==> src/design/fpsv_pkg.sv <==
package fpsv_pkg;
  // Extended-precision operand layout
  localparam int unsigned FPSV_W        = 80;
  localparam int unsigned FPSV_SIGN_BIT = 79;
  localparam int unsigned FPSV_EXP_HI   = 78;
  localparam int unsigned FPSV_EXP_LO   = 64;
  localparam int unsigned FPSV_INT_BIT  = 63;
  localparam int unsigned FPSV_QNAN_BIT = 62;
  localparam int unsigned FPSV_NREG     = 8;
  localparam int unsigned FPSV_SIG_LSB_DBL = 11;
  localparam int unsigned FPSV_SIG_LSB_SGL = 40;
  localparam logic [14:0] FPSV_EXP_MAX  = 15'h7fff;
  localparam logic [14:0] FPSV_EXP_ONE_LESS = 15'h7ffe;
  // Tag codes
  localparam logic [1:0]  FPSV_TAG_VALID   = 2'h0;
  localparam logic [1:0]  FPSV_TAG_ZERO    = 2'h1;
  localparam logic [1:0]  FPSV_TAG_SPECIAL = 2'h2;
  localparam logic [1:0]  FPSV_TAG_EMPTY   = 2'h3;
  // Control bits
  localparam int unsigned FPSV_INF_CTRL_BIT = 12;
  localparam logic        FPSV_INF_CTRL_RST = 1'b0;
  localparam logic [15:0] FPSV_CTRL_RST     = 16'h037f;
  localparam logic [15:0] FPSV_TAGW_RST     = 16'hffff;
  localparam logic [1:0]  FPSV_RC_ZERO      = 2'h3;
  localparam logic [1:0]  FPSV_PC_SINGLE    = 2'h0;
  localparam logic [1:0]  FPSV_PC_DOUBLE    = 2'h2;
  localparam logic [1:0]  FPSV_PC_EXT       = 2'h3;
  typedef enum logic [2:0] {
    FPSV_OP_ARITH, FPSV_OP_COMPARE, FPSV_OP_STORE_INT, FPSV_OP_STORE_BCD,
    FPSV_OP_TRANSC, FPSV_OP_EXTRACT, FPSV_OP_MOVE
  } fpsv_op_e;
  typedef enum logic [2:0] {
    FPSV_CL_ZERO, FPSV_CL_NORMAL, FPSV_CL_DENORM, FPSV_CL_INF,
    FPSV_CL_QNAN, FPSV_CL_SNAN, FPSV_CL_UNSUPP
  } fpsv_class_e;
endpackage : fpsv_pkg

==> src/design/fpsv_unit.sv <==
`timescale 1ns/1ps
// Notes on behaviour
// - The infinity-control bit is stored and read back, but arithmetic is always affine.
// - A restored tag word marks each register empty for code 11 and non-empty for 00, 01, 10.
// - Operand class for a non-empty register comes from its contents, never from the loaded tag.
// - On a save, every non-empty register gets a tag computed from its actual contents.
// - Unsupported encodings, pseudo-zero and unnormal included, are tagged special (10).
// - Signalling and quiet NaNs are told apart and any generated NaN is quiet.
// - Invalid is raised on a signalling NaN, and on a quiet NaN only for compare and integer or BCD store.
// - Pseudo and unnormal operands are never produced and raise invalid in arithmetic.
// - With denormal masked, denormal operands are normalized before the operation continues.
// - Denormal is raised for transcendental and extract instructions like other arithmetic.
// - Masked overflow with round toward zero gives the largest finite magnitude, not infinity.
// - Unmasked overflow also flags precision, and a stack result is rounded per precision control or opcode.
// - Masked underflow is flagged only when the result is tiny and inexact after denormalizing.
// - Unmasked underflow to the stack keeps the raw exponent and rounds to precision control or extended.
// - Denormal priority among simultaneous exceptions is the same whether masked or not.
module fpsv_unit (
  input  wire logic                         clock,          // Core clock
  input  wire logic                         srst,           // Synchronous reset
  input  wire logic                         ctrl_wr,        // Control word write strobe
  input  wire logic [15:0]                  ctrl_wdata,     // Control word write data
  output logic      [15:0]                  ctrl_rdata,     // Control word readback
  input  wire logic                         tag_load,       // Environment or state restore of tag word
  input  wire logic [15:0]                  tag_wdata,      // Tag word being restored
  input  wire logic                         reg_wr,         // Data register write
  input  wire logic [2:0]                   reg_idx,        // Data register index
  input  wire logic [fpsv_pkg::FPSV_W-1:0]  reg_wdata,      // Data register write value
  input  wire logic                         reg_free,       // Mark written register empty instead
  input  wire logic                         tag_save,       // Environment or state save request
  output logic      [15:0]                  tag_rdata,      // Tag word for the save, registered
  input  wire logic                         op_valid,       // Operation issued by integer core
  input  wire fpsv_pkg::fpsv_op_e           op_kind,        // Instruction group
  input  wire logic [2:0]                   op_src,         // Source register index
  input  wire logic                         op_pc_ignored,  // Opcode ignores precision control
  input  wire logic                         op_to_stack,    // Destination is the register stack
  input  wire logic                         res_valid,      // Raw result from datapath is present
  input  wire logic [fpsv_pkg::FPSV_W-1:0]  res_raw,        // Unbounded-exponent result, rounded
  input  wire logic                         res_ovf,        // Result exponent exceeds range
  input  wire logic                         res_tiny,       // Result is tiny
  input  wire logic                         res_inexact,    // Rounding lost accuracy
  input  wire logic                         res_denorm_loss,// Denormalizing lost accuracy
  output logic                              exc_valid,      // Exception and result outputs valid
  output logic      [5:0]                   exc_flags,      // P U O Z D I event flags of the last request, replaced each time
  output logic                              exc_unmasked,   // An unmasked exception occurred
  output logic      [fpsv_pkg::FPSV_W-1:0]  res_out,        // Final result value
  output logic      [fpsv_pkg::FPSV_W-1:0]  opnd_norm,      // Normalized source operand
  output fpsv_pkg::fpsv_class_e             opnd_class      // Class of the source operand
);
  import fpsv_pkg::*;

  typedef struct packed {
    logic [15:0]                   ctrl;
    logic [FPSV_NREG-1:0]          full;
    logic [FPSV_NREG-1:0][FPSV_W-1:0] regs;
    logic [15:0]                   tagw;
    logic                          ev;
    logic [5:0]                    flags;
    logic                          unm;
    logic [FPSV_W-1:0]             res;
    logic [FPSV_W-1:0]             norm;
    fpsv_class_e                   cls;
  } fpsv_state_s;

  fpsv_state_s st_q, st_d;

  function automatic fpsv_class_e classify(input logic [FPSV_W-1:0] v);
    logic [14:0] e;
    logic        j;
    e = v[FPSV_EXP_HI:FPSV_EXP_LO];
    j = v[FPSV_INT_BIT];
    if (e == 15'h0000) begin
      // Pseudo-denormals are treated like denormals
      classify = (v[FPSV_INT_BIT-1:0] == '0 && !j) ? FPSV_CL_ZERO : FPSV_CL_DENORM;
    end else if (!j) begin
      classify = FPSV_CL_UNSUPP;
    end else if (e == FPSV_EXP_MAX) begin
      if (v[FPSV_QNAN_BIT-1:0] == '0 && !v[FPSV_QNAN_BIT]) classify = FPSV_CL_INF;
      else if (v[FPSV_QNAN_BIT]) classify = FPSV_CL_QNAN;
      else classify = FPSV_CL_SNAN;
    end else begin
      classify = FPSV_CL_NORMAL;
    end
  endfunction : classify

  function automatic logic [1:0] tag_of(input fpsv_class_e c);
    unique case (c)
      FPSV_CL_NORMAL: tag_of = FPSV_TAG_VALID;
      FPSV_CL_ZERO:   tag_of = FPSV_TAG_ZERO;
      default:        tag_of = FPSV_TAG_SPECIAL;
    endcase
  endfunction : tag_of

  logic [2*FPSV_NREG-1:0] tag_now;
  genvar g;
  generate
    for (g = 0; g < FPSV_NREG; g++) begin : g_tag
      assign tag_now[2*g+1:2*g] = st_q.full[g] ? tag_of(classify(st_q.regs[g])) : FPSV_TAG_EMPTY;
    end
  endgenerate

  logic [FPSV_W-1:0] src;
  fpsv_class_e       src_cls;
  logic              is_nan;
  logic              any_nan;
  logic [5:0]        msk;
  logic [5:0]        ev;
  logic [FPSV_W-1:0] r;
  logic [6:0]        lz;
  logic [63:0]       sig;
  logic              sgn;

  assign msk = st_q.ctrl[5:0];
  assign src = st_q.regs[op_src];
  assign src_cls = classify(src);
  assign is_nan  = (src_cls == FPSV_CL_QNAN) || (src_cls == FPSV_CL_SNAN);
  assign any_nan = is_nan;

  always_comb begin
    st_d = st_q;
    ev   = '0;
    r    = src;
    lz   = '0;
    sig  = src[FPSV_INT_BIT:0];
    sgn  = src[FPSV_SIGN_BIT];
    st_d.ev = 1'b0;
    if (ctrl_wr) begin
      st_d.ctrl = ctrl_wdata;
    end
    if (tag_load) begin
      for (int i = 0; i < FPSV_NREG; i++) begin
        st_d.full[i] = (tag_wdata[2*i+:2] != FPSV_TAG_EMPTY);
      end
    end
    if (reg_wr) begin
      st_d.regs[reg_idx] = reg_wdata;
      st_d.full[reg_idx] = !reg_free;
    end
    if (tag_save) begin
      st_d.tagw = tag_now;
    end
    if (op_valid) begin
      if (src_cls == FPSV_CL_SNAN) begin
        ev[0] = 1'b1;
      end
      if (any_nan && (op_kind == FPSV_OP_COMPARE || op_kind == FPSV_OP_STORE_INT ||
                      op_kind == FPSV_OP_STORE_BCD)) begin
        ev[0] = 1'b1;
      end
      if (src_cls == FPSV_CL_UNSUPP && op_kind != FPSV_OP_MOVE) begin
        ev[0] = 1'b1;
      end
      if (src_cls == FPSV_CL_DENORM && op_kind != FPSV_OP_MOVE) begin
        ev[1] = 1'b1;
      end
      if (src_cls == FPSV_CL_DENORM && msk[1]) begin
        for (int k = 63; k >= 0; k--) begin
          if (sig[k] && lz == 7'h00 && !sig[63]) begin
            lz = 7'(63 - k);
          end
        end
        if (sig[63]) begin
          lz = 7'h00;
        end
        sig = sig << lz;
        // Stored exponent goes one-based minus shift, wrapped into the 15-bit exponent field
        r = {sgn, 15'(15'h0001 - 15'(lz)), sig};
      end
      if (is_nan) begin
        r[FPSV_QNAN_BIT] = 1'b1;
      end
      st_d.norm = r;
      st_d.cls  = src_cls;
      // invalid outranks denormal, mask does not matter
      if (ev[0]) begin
        ev[1] = 1'b0;
        r = {1'b1, FPSV_EXP_MAX, 2'b11, 62'h0};
      end
      st_d.res = r;
    end
    if (res_valid) begin
      r = res_raw;
      if (res_ovf) begin
        ev[3] = 1'b1;
        ev[5] = 1'b1;
        if (msk[3]) begin
          if (st_q.ctrl[11:10] == FPSV_RC_ZERO) begin
            r = {res_raw[FPSV_SIGN_BIT], FPSV_EXP_ONE_LESS, 64'hffff_ffff_ffff_ffff};
          end else begin
            r = {res_raw[FPSV_SIGN_BIT], FPSV_EXP_MAX, 1'b1, 63'h0};
          end
        end else begin
          if (op_to_stack && !op_pc_ignored) begin
            if (st_q.ctrl[9:8] == FPSV_PC_SINGLE) r[FPSV_SIG_LSB_SGL-1:0] = '0;
            if (st_q.ctrl[9:8] == FPSV_PC_DOUBLE) r[FPSV_SIG_LSB_DBL-1:0] = '0;
          end
        end
      end else if (res_tiny) begin
        if (msk[4]) begin
          ev[4] = res_denorm_loss;
          ev[5] = res_inexact;
        end else begin
          ev[4] = 1'b1;
          ev[5] = res_inexact;
          if (op_to_stack && !op_pc_ignored) begin
            if (st_q.ctrl[9:8] == FPSV_PC_SINGLE) r[FPSV_SIG_LSB_SGL-1:0] = '0;
            if (st_q.ctrl[9:8] == FPSV_PC_DOUBLE) r[FPSV_SIG_LSB_DBL-1:0] = '0;
          end
        end
      end else begin
        ev[5] = res_inexact;
      end
      st_d.res = r;
    end
    if (op_valid || res_valid) begin
      st_d.ev    = 1'b1;
      st_d.flags = ev;
      st_d.unm   = |(ev & ~msk);
    end
    if (srst) begin
      st_d = '0;
      st_d.ctrl = FPSV_CTRL_RST;
      st_d.ctrl[FPSV_INF_CTRL_BIT] = FPSV_INF_CTRL_RST;
      st_d.tagw = FPSV_TAGW_RST;
      st_d.cls  = FPSV_CL_ZERO;
    end
  end

  always_ff @(posedge clock) begin
    st_q <= st_d;
  end

  assign ctrl_rdata   = st_q.ctrl;
  assign tag_rdata    = st_q.tagw;
  assign exc_valid    = st_q.ev;
  assign exc_flags    = st_q.flags;
  assign exc_unmasked = st_q.unm;
  assign res_out      = st_q.res;
  assign opnd_norm    = st_q.norm;
  assign opnd_class   = st_q.cls;

  chk_ctrl_readback: assert property (@(posedge clock) disable iff (srst)
    ctrl_wr |=> ctrl_rdata == $past(ctrl_wdata)) else $error("control readback wrong");
  chk_tag_load_empty: assert property (@(posedge clock) disable iff (srst)
    tag_load && !reg_wr && tag_wdata[1:0] == FPSV_TAG_EMPTY |=> tag_now[1:0] == FPSV_TAG_EMPTY)
    else $error("empty tag not kept");
  // Any code but empty leaves the register full
  chk_tag_load_full: assert property (@(posedge clock) disable iff (srst)
    tag_load && !reg_wr && tag_wdata[1:0] != FPSV_TAG_EMPTY |=> tag_now[1:0] != FPSV_TAG_EMPTY)
    else $error("full tag read as empty");
  chk_tag_from_data: assert property (@(posedge clock) disable iff (srst)
    tag_save |=> tag_rdata == $past(tag_now)) else $error("saved tag mismatch");
  chk_unsupp_special: assert property (@(posedge clock) disable iff (srst)
    tag_save && st_q.full[0] && classify(st_q.regs[0]) == FPSV_CL_UNSUPP |=> tag_rdata[1:0] == 2'h2)
    else $error("unsupported not special");
  chk_snan_invalid: assert property (@(posedge clock) disable iff (srst)
    op_valid && !res_valid && src_cls == FPSV_CL_SNAN |=> exc_valid && exc_flags[0]) else $error("snan no invalid");
  chk_qnan_quiet: assert property (@(posedge clock) disable iff (srst)
    op_valid && !res_valid && src_cls == FPSV_CL_QNAN && op_kind == FPSV_OP_ARITH |=> !exc_flags[0])
    else $error("qnan raised invalid");
  chk_nan_out_quiet: assert property (@(posedge clock) disable iff (srst)
    op_valid && !res_valid && is_nan |=> res_out[FPSV_QNAN_BIT]) else $error("generated nan not quiet");
  chk_unsupp_invalid: assert property (@(posedge clock) disable iff (srst)
    op_valid && !res_valid && src_cls == FPSV_CL_UNSUPP && op_kind == FPSV_OP_TRANSC |=> exc_flags[0])
    else $error("unsupported no invalid");
  chk_chop_finite: assert property (@(posedge clock) disable iff (srst)
    res_valid && res_ovf && st_q.ctrl[3] && st_q.ctrl[11:10] == FPSV_RC_ZERO && !ctrl_wr
    |=> res_out[FPSV_EXP_HI:FPSV_EXP_LO] == FPSV_EXP_ONE_LESS) else $error("chop overflow gave infinity");
  // Largest finite magnitude has every significand bit set
  chk_chop_sig: assert property (@(posedge clock) disable iff (srst)
    res_valid && res_ovf && st_q.ctrl[3] && st_q.ctrl[11:10] == FPSV_RC_ZERO && !ctrl_wr
    |=> res_out[FPSV_INT_BIT:0] == '1) else $error("chop overflow significand not all ones");
  // Exception valid is low after any cycle with no request
  chk_exc_valid_idle: assert property (@(posedge clock) disable iff (srst)
    !op_valid && !res_valid |=> !exc_valid) else $error("exception valid without request");
  chk_ovf_precision: assert property (@(posedge clock) disable iff (srst)
    res_valid && res_ovf |=> exc_flags[5] && exc_flags[3]) else $error("overflow without precision");
  chk_masked_uflow: assert property (@(posedge clock) disable iff (srst)
    res_valid && !res_ovf && res_tiny && st_q.ctrl[4] && !res_denorm_loss |=> !exc_flags[4])
    else $error("exact tiny flagged underflow");
  chk_denorm_extract: assert property (@(posedge clock) disable iff (srst)
    op_valid && !res_valid && src_cls == FPSV_CL_DENORM && op_kind == FPSV_OP_EXTRACT |=> exc_flags[1])
    else $error("extract missed denormal");
  chk_denorm_norm: assert property (@(posedge clock) disable iff (srst)
    op_valid && src_cls == FPSV_CL_DENORM && st_q.ctrl[1] && src[FPSV_INT_BIT-1:0] != '0
    |=> opnd_norm[FPSV_INT_BIT]) else $error("denormal not normalized");
  chk_denorm_prio: assert property (@(posedge clock) disable iff (srst)
    op_valid && !res_valid && src_cls == FPSV_CL_UNSUPP |=> !exc_flags[1]) else $error("denormal overrode invalid");

  cov_snan: cover property (@(posedge clock) disable iff (srst) op_valid && src_cls == FPSV_CL_SNAN);
  cov_chop_ovf: cover property (@(posedge clock) disable iff (srst) res_valid && res_ovf && st_q.ctrl[11:10] == 2'h3);
  cov_uflow: cover property (@(posedge clock) disable iff (srst) res_valid && res_tiny && !st_q.ctrl[4]);
  cov_save: cover property (@(posedge clock) disable iff (srst) tag_load ##[1:4] tag_save);
  cov_denorm_norm: cover property (@(posedge clock) disable iff (srst) op_valid && src_cls == FPSV_CL_DENORM && st_q.ctrl[1]);
endmodule : fpsv_unit

==> config.mk <==
export PLATFORM = sky130hd
export DESIGN_NAME = fpsv_unit
export DESIGN_NICKNAME = d
export VERILOG_FILES = /design/src/design/fpsv_pkg.sv /design/src/design/fpsv_unit.sv
export SDC_FILE = /design/constraint.sdc
export NUM_CORES = 2
export LEC_CHECK = 0
export BUFFER_PORTS_ARGS = -buffer_cell sky130_fd_sc_hd__buf_2
export CAP_MARGIN = 20
export CORE_ASPECT_RATIO = 1.2
export CORE_UTILIZATION = 54
export DETAILED_ROUTE_END_ITERATION = 16
export PLACE_DENSITY = 0.76
export SLEW_MARGIN = 20
export SYNTH_ARGS = -nofsm -noshare
export SYNTH_HDL_FRONTEND = slang
export SYNTH_SLANG_ARGS = --single-unit
export TNS_END_PERCENT = 5
==> constraint.sdc <==
create_clock -name clock -period 15.83 [get_ports clock]
set_input_delay 3.166 -clock clock [delete_from_list [all_inputs] [get_ports clock]]
set_output_delay 3.166 -clock clock [all_outputs]
set_load 0.1 [all_outputs]
; ---- Yosys cells after proc, flatten, opt, wreduce, memory -nomap -nowiden
; Index checks and enable logic that the tools add are counted.
[word_totals]
ff_bits = 850
elab_cells = 635
out_inout_bits = 203
[op_classes]
n_reduce_logical = 275
bitwise = 2
n_eq_ne = 35
mux = 301
magnitude_cmp = 3
shift = 1
n_addsub = 1
[op_table]
columns = operator, n
row1 = $mux 7, 192
row2 = $mux 648, 1
row3 = $bwmux 640, 1
row4 = $logic_not 63->1, 9
row5 = $logic_not 62->1, 9
row6 = $logic_not 7->1, 63
row7 = $mux 80, 4
row8 = $bmux 80 s3, 1
row9 = $demux 80 s3, 1
row10 = $mux 40, 6
row11 = $mux 163, 1
row12 = $logic_and 1x1->1, 150
row13 = $eq 15x15->1 const B, 9
row14 = $logic_not 15->1, 9
row15 = $mux 3, 37
row16 = $mux 79, 1
row17 = $mux 39, 2
row18 = $mux 65, 1
row19 = $shl 64x7->64, 1
row20 = $mux 2, 18
row21 = $pmux 2 s2, 8
row22 = $eq 3x1->1 const B, 9
row23 = $logic_not 3->1, 8
row24 = $mux 1, 22
row25 = other kinds (19), 55

; ---- Logic depth before layout (Yosys ltp)
[logic_depth]
depth_word = 397
mapped_depth = 57
depth_no_buf = 42

; ---- Least setup slack after synthesis
; Ideal clock, no wire load.
[synth_path]
path_kind = input port to flip-flop
startpoint = input op_src[1]
endpoint = register st_q, in the netlist res_out[72]
setup_time_ns = 0.128
t_required_ns = 15.702
stages = 53
slack_ns = 0.387
t_arrival_ns = 15.316
path_cell_list = buf_4 buf_6 buf_2 buf_4 mux2_2 nor4_1 o21ai_1 o211a_2 a21oi_1 a221oi_1 or4_1 buf_2 nor4_2 a2111oi_0 and3_1 buf_2 a211oi_2 and3_1 [17 not listed] nor4_2 a211oi_1 nor2b_1 buf_2 a31oi_2 nand2_1 inv_2 buf_2 buf_2 buf_1 ha_1 nand2_1 o21ai_1 nand2_1 a21oi_1 nor3_1 a21oi_1 nor2_1
[synth_via]
elab_chain_cells = 385
[synth_lines]
columns = item, line_no
row1 = start: declaration, fpsv_unit.sv:34  ; input wire logic [2:0] op_src,
row2 = $bmux 80 s3 *, fpsv_unit.sv:114  ; assign src = st_q.regs[op_src];
row3 = $mux 80 (implied by the code) *, fpsv_unit.sv:114
row4 = $logic_and 1x1->1 / $logic_not 1->1 (equally long branches), "fpsv_unit.sv:158, fpsv_unit.sv:74"
row5 = $logic_and 1x1->1, fpsv_unit.sv:158  ; if (sig[k] && lz == 7'h00 && !sig[63]) begin
row6 = $mux 7, fpsv_unit.sv:158
row7 = $mux 7, fpsv_unit.sv:156  ; if (src_cls == FPSV_CL_DENORM && msk[1]) begin
row8 = $mux 7, fpsv_unit.sv:142  ; if (op_valid) begin
row9 = $logic_not 7->1, fpsv_unit.sv:158
row10 = [369 not listed], -
row11 = $mux 7, fpsv_unit.sv:162  ; if (sig[63]) begin
row12 = $mux 7, fpsv_unit.sv:156
row13 = $mux 7, fpsv_unit.sv:142
row14 = $sub 1x7->8, fpsv_unit.sv:167  ; r = {sgn, 15'(15'h0001 - 15'(lz)), sig};
row15 = $mux 79, fpsv_unit.sv:156
row16 = $mux 80 *, fpsv_unit.sv:175  ; if (ev[0]) begin
row17 = $mux 163 *, fpsv_unit.sv:142
row18 = $mux 80 *, fpsv_unit.sv:181  ; if (res_valid) begin
row19 = end signal: assignment, fpsv_unit.sv:230  ; st_q <= st_d;
row20 = end: declaration, fpsv_unit.sv:65  ; fpsv_state_s st_q, st_d;
; Every way passes the cells marked *; elsewhere a longest branch is shown, timed or not. The select of a mux whose other input is x is not followed.
; A chain may end at the register's enable or synchronous reset.

; ---- Worst setup path after layout
[layout_path]
startpoint = input op_src[2]
endpoint = register st_q, in the netlist res_out[8]
[layout_via]
elab_chain_cells = 385
[layout_lines]
columns = item, line_no
row1 = $bmux 80 s3 *, fpsv_unit.sv:114
row2 = $mux 80 (implied by the code) *, fpsv_unit.sv:114
row3 = $logic_and 1x1->1 / $logic_not 1->1 (equally long branches), "fpsv_unit.sv:158, fpsv_unit.sv:74"
row4 = $logic_and 1x1->1, fpsv_unit.sv:158
row5 = $mux 7, fpsv_unit.sv:158
row6 = $mux 7, fpsv_unit.sv:156
row7 = $mux 7, fpsv_unit.sv:142
row8 = $logic_not 7->1, fpsv_unit.sv:158
row9 = [369 not listed], -
row10 = $mux 7, fpsv_unit.sv:162
row11 = $mux 7, fpsv_unit.sv:156
row12 = $mux 7, fpsv_unit.sv:142
row13 = $shl 64x7->64, fpsv_unit.sv:165  ; sig = sig << lz;
row14 = $mux 79, fpsv_unit.sv:156
row15 = $mux 80 *, fpsv_unit.sv:175
row16 = $mux 163 *, fpsv_unit.sv:142
row17 = $mux 80 *, fpsv_unit.sv:181
; Marked as above.

==> metrics.txt <==
CP required=16430 ps; Core Box Area=0.08919 mm^2; ANT nets after route=0; Slowest cell on crit path=o21ai_0; CP Launch Type=input pin; WL/cell=27.30 um; First-pass DRT Iterations=8; Synth area leaders=dfxtp_1 (35%), nand2_1 (12%), a21oi_1 (8.9%); I/O pins=419; detailed-route DRC error count=0; Synth Warn #=0; # setup viols final=0; post-synth top area share=34.99%; GR Overflow Total=0; Syn Area/Cell=7.742 um^2; WS Path Type=in2reg; dpl ws=-783.8 ps; Max Clock Freq=64.11 MHz; Top FF cell, synth=dfxtp_1; worst-path maximum fanout=12; CTS buffer count=83; hold crit path type=reg2reg; WP data arrival=16200 ps; multi-input logic area=0.02853 mm^2; register area=0.01702 mm^2; Final Cell Area=0.05887 mm^2; Root Buffer=clkbuf_16; Area Overhead vs Synth=21.06%; Cells after Synth=6281; Distinct cells, synth=120; Chip Width=275.9 um; TritonCTS clock tree=done; Clock Latency Late Sink=690 ps; Setup TNS Final=0 ps; vias in the first global route=49920; post-layout min period=15600 ps; Num Clock Sinks=850; Synth Register Bits=850; slew at the pin closest to its max-slew limit=1302 ps; Max Slew Vio Count=0; via total after detailed routing=53910; cell taking the most area after synthesis=dfxtp_1; WL final=223400 um; Slew HR=13.22%; via-per-instance ratio=6.588; placed inst area=0.05541 mm^2; H-tree depth=3; mapped cell area=0.04863 mm^2; most common cell after layout, fill and taps aside=nand2_1; first-pass GRT wire length=321200 um; clk buf depth=3; I/O Buffers=417; critical path endpoint category=flip-flop; outcome=finished, final reports clean; crit-path most repeated cell=buf_4; pin count of the biggest net entering global routing=239; async set or reset register ratio after synthesis=0%; Slowest Stage Delay on Critical Path=860 ps; gr usage total=47.07%; syn_nets=6498; Final Worst Setup Slack=231.4 ps; post-synthesis sequential area ratio=34.99%; post-cts hold buffer count=0; number of synthesized flops with an enable pin=0; Hold Vio Cnt, Final=0; final instance count without filler cells=8184; CP Launch Point=op_src[2]; Max VDD drop=0.0001103 V; share of cells above drive strength 1=26.30%; die area=0.09126 mm^2; initial antenna violation count=32; Placed Instances=8012; PD cells=157.1 mW/mm^2; Leak=0.02337 uW; DP Wirelength=163900 um; worst min-delay path startpoint=res_out[63]; drt initial violations=6902; fill count=7646; fin crit share=98.54%; number of nets in the layout=7161; Final GP Congestion=1.115; clk_skew=51.65 ps; Max Cap Violations=0; Die Span Y=330.7 um; Reg clk slew, reported paths=70 ps; commonest non-fill, non-tap cells in the layout=nand2_1 (1581), a21oi_1 (864), buf_4 (853), dfxtp_1 (850), buf_2 (412); Initial Utilization=54.53%; Rows=120
[synthesized netlist by cell type, types with 10 or more instances]
library cell / number
o22ai_1: 28
nand4_1: 103
a31oi_1: 39
buf_4: 212
o211ai_1: 39
buf_2: 37
clkbuf_1: 341
o21ai_0: 160
inv_1: 23
o21a_1: 15
or3_1: 18
buf_1: 31
and3_1: 27
nand2b_1: 24
dfxtp_1: 850
nand3_1: 104
a211oi_1: 44
a221oi_1: 29
mux2i_1: 165
o21ai_1: 26
nor4_1: 202
o2111ai_1: 15
a21oi_1: 868
o221ai_1: 12
or2_2: 10
nor2_1: 389
o31ai_1: 13
nor2b_1: 11
clkbuf_2: 80
and4_1: 16
a211o_1: 15
a21o_1: 16
a22oi_1: 21
and2_1: 22
mux2_2: 75
mux4_2: 160
nor3_1: 152
or4_1: 20
a311oi_1: 10
o41ai_1: 11
a2111oi_0: 10
o211a_1: 17
nand2_1: 1586
[cells by family (layout without fill, tap and decap cells)]
family                     Yosys count  count (layout)  share of synthesized area [%]
and+or+nand+nor                   2734            2734                          24.85
AOI/OAI and AO/OA                 1540            1540                          19.31
DFF                                850             850                          34.99
buffers and inverters              735            1458                          7.734
muxes                              417             417                          13.03
xor gates and xnor gates             3               3                        0.05404
adders and majority gates            1               1                        0.02573
other                                1              22                       0.007711
[layer usage]
metal | track usage [%] | routed length (um) | part of all wire, %
met1 | 54.15 | 78180 | 35
met4 | 37.18 | 21560 | 9.7
met3 | 12.61 | 24240 | 11
met5 | 0 | 147 | 0.066
met2 | 73.90 | 99260 | 44
[worst paths after layout]
kind	to	slack, ps	cells past startpoint
max	res_out[8]	230	50
max reg2reg	res_out[8]	2470	50
min reg2reg	res_out[63]	460	2
min	res_out[63]	460	2
[report_power, final]
group / internal, uW / switching, uW
registers: 2240 / 84.8
logic: 1820 / 2990
clock network: 1200 / 916
total: 5250 / 4000
[final cells by class]
type / instances / share of cell area [%]
multi-input combinational: 4696 / 48.45
sequential: 850 / 28.90
antenna: 21 / 0.08926
clock buffer: 120 / 4.208
inverter: 26 / 0.1658
tap: 1159 / 2.463
timing repair buffer: 1287 / 15.01
clock inverter: 25 / 0.7056
[per-stage QoR]
stage          total power, uW  util, %  hold slack, ps
4_1_cts                   8995    65.38           458.6
3_5_place_dp              6912    62.13           450.0
6_report                  9250    66.01           460.3
3_3_place_gp              6925    62.12           437.7
5_1_grt                   9475    65.98           468.1
2_1_floorplan             4692        -           422.8
[critical path: cells and delay by family]
| family | cells | cell delay, ps |
|---|---|---|
| compound gates | 17 | 4560 |
| simple gates | 16 | 4960 |
| mux | 4 | 1250 |
| buf+inv | 13 | 2230 |
[what timing repair did]
action / 4_1_cts / 5_1_grt
gates resized for setup: 2 / 84
endpoints found under the setup margin: 5 / 148
setup buffers: 0 / 6
pin swaps: 0 / 12
Power figures use the tool's default switching activity.
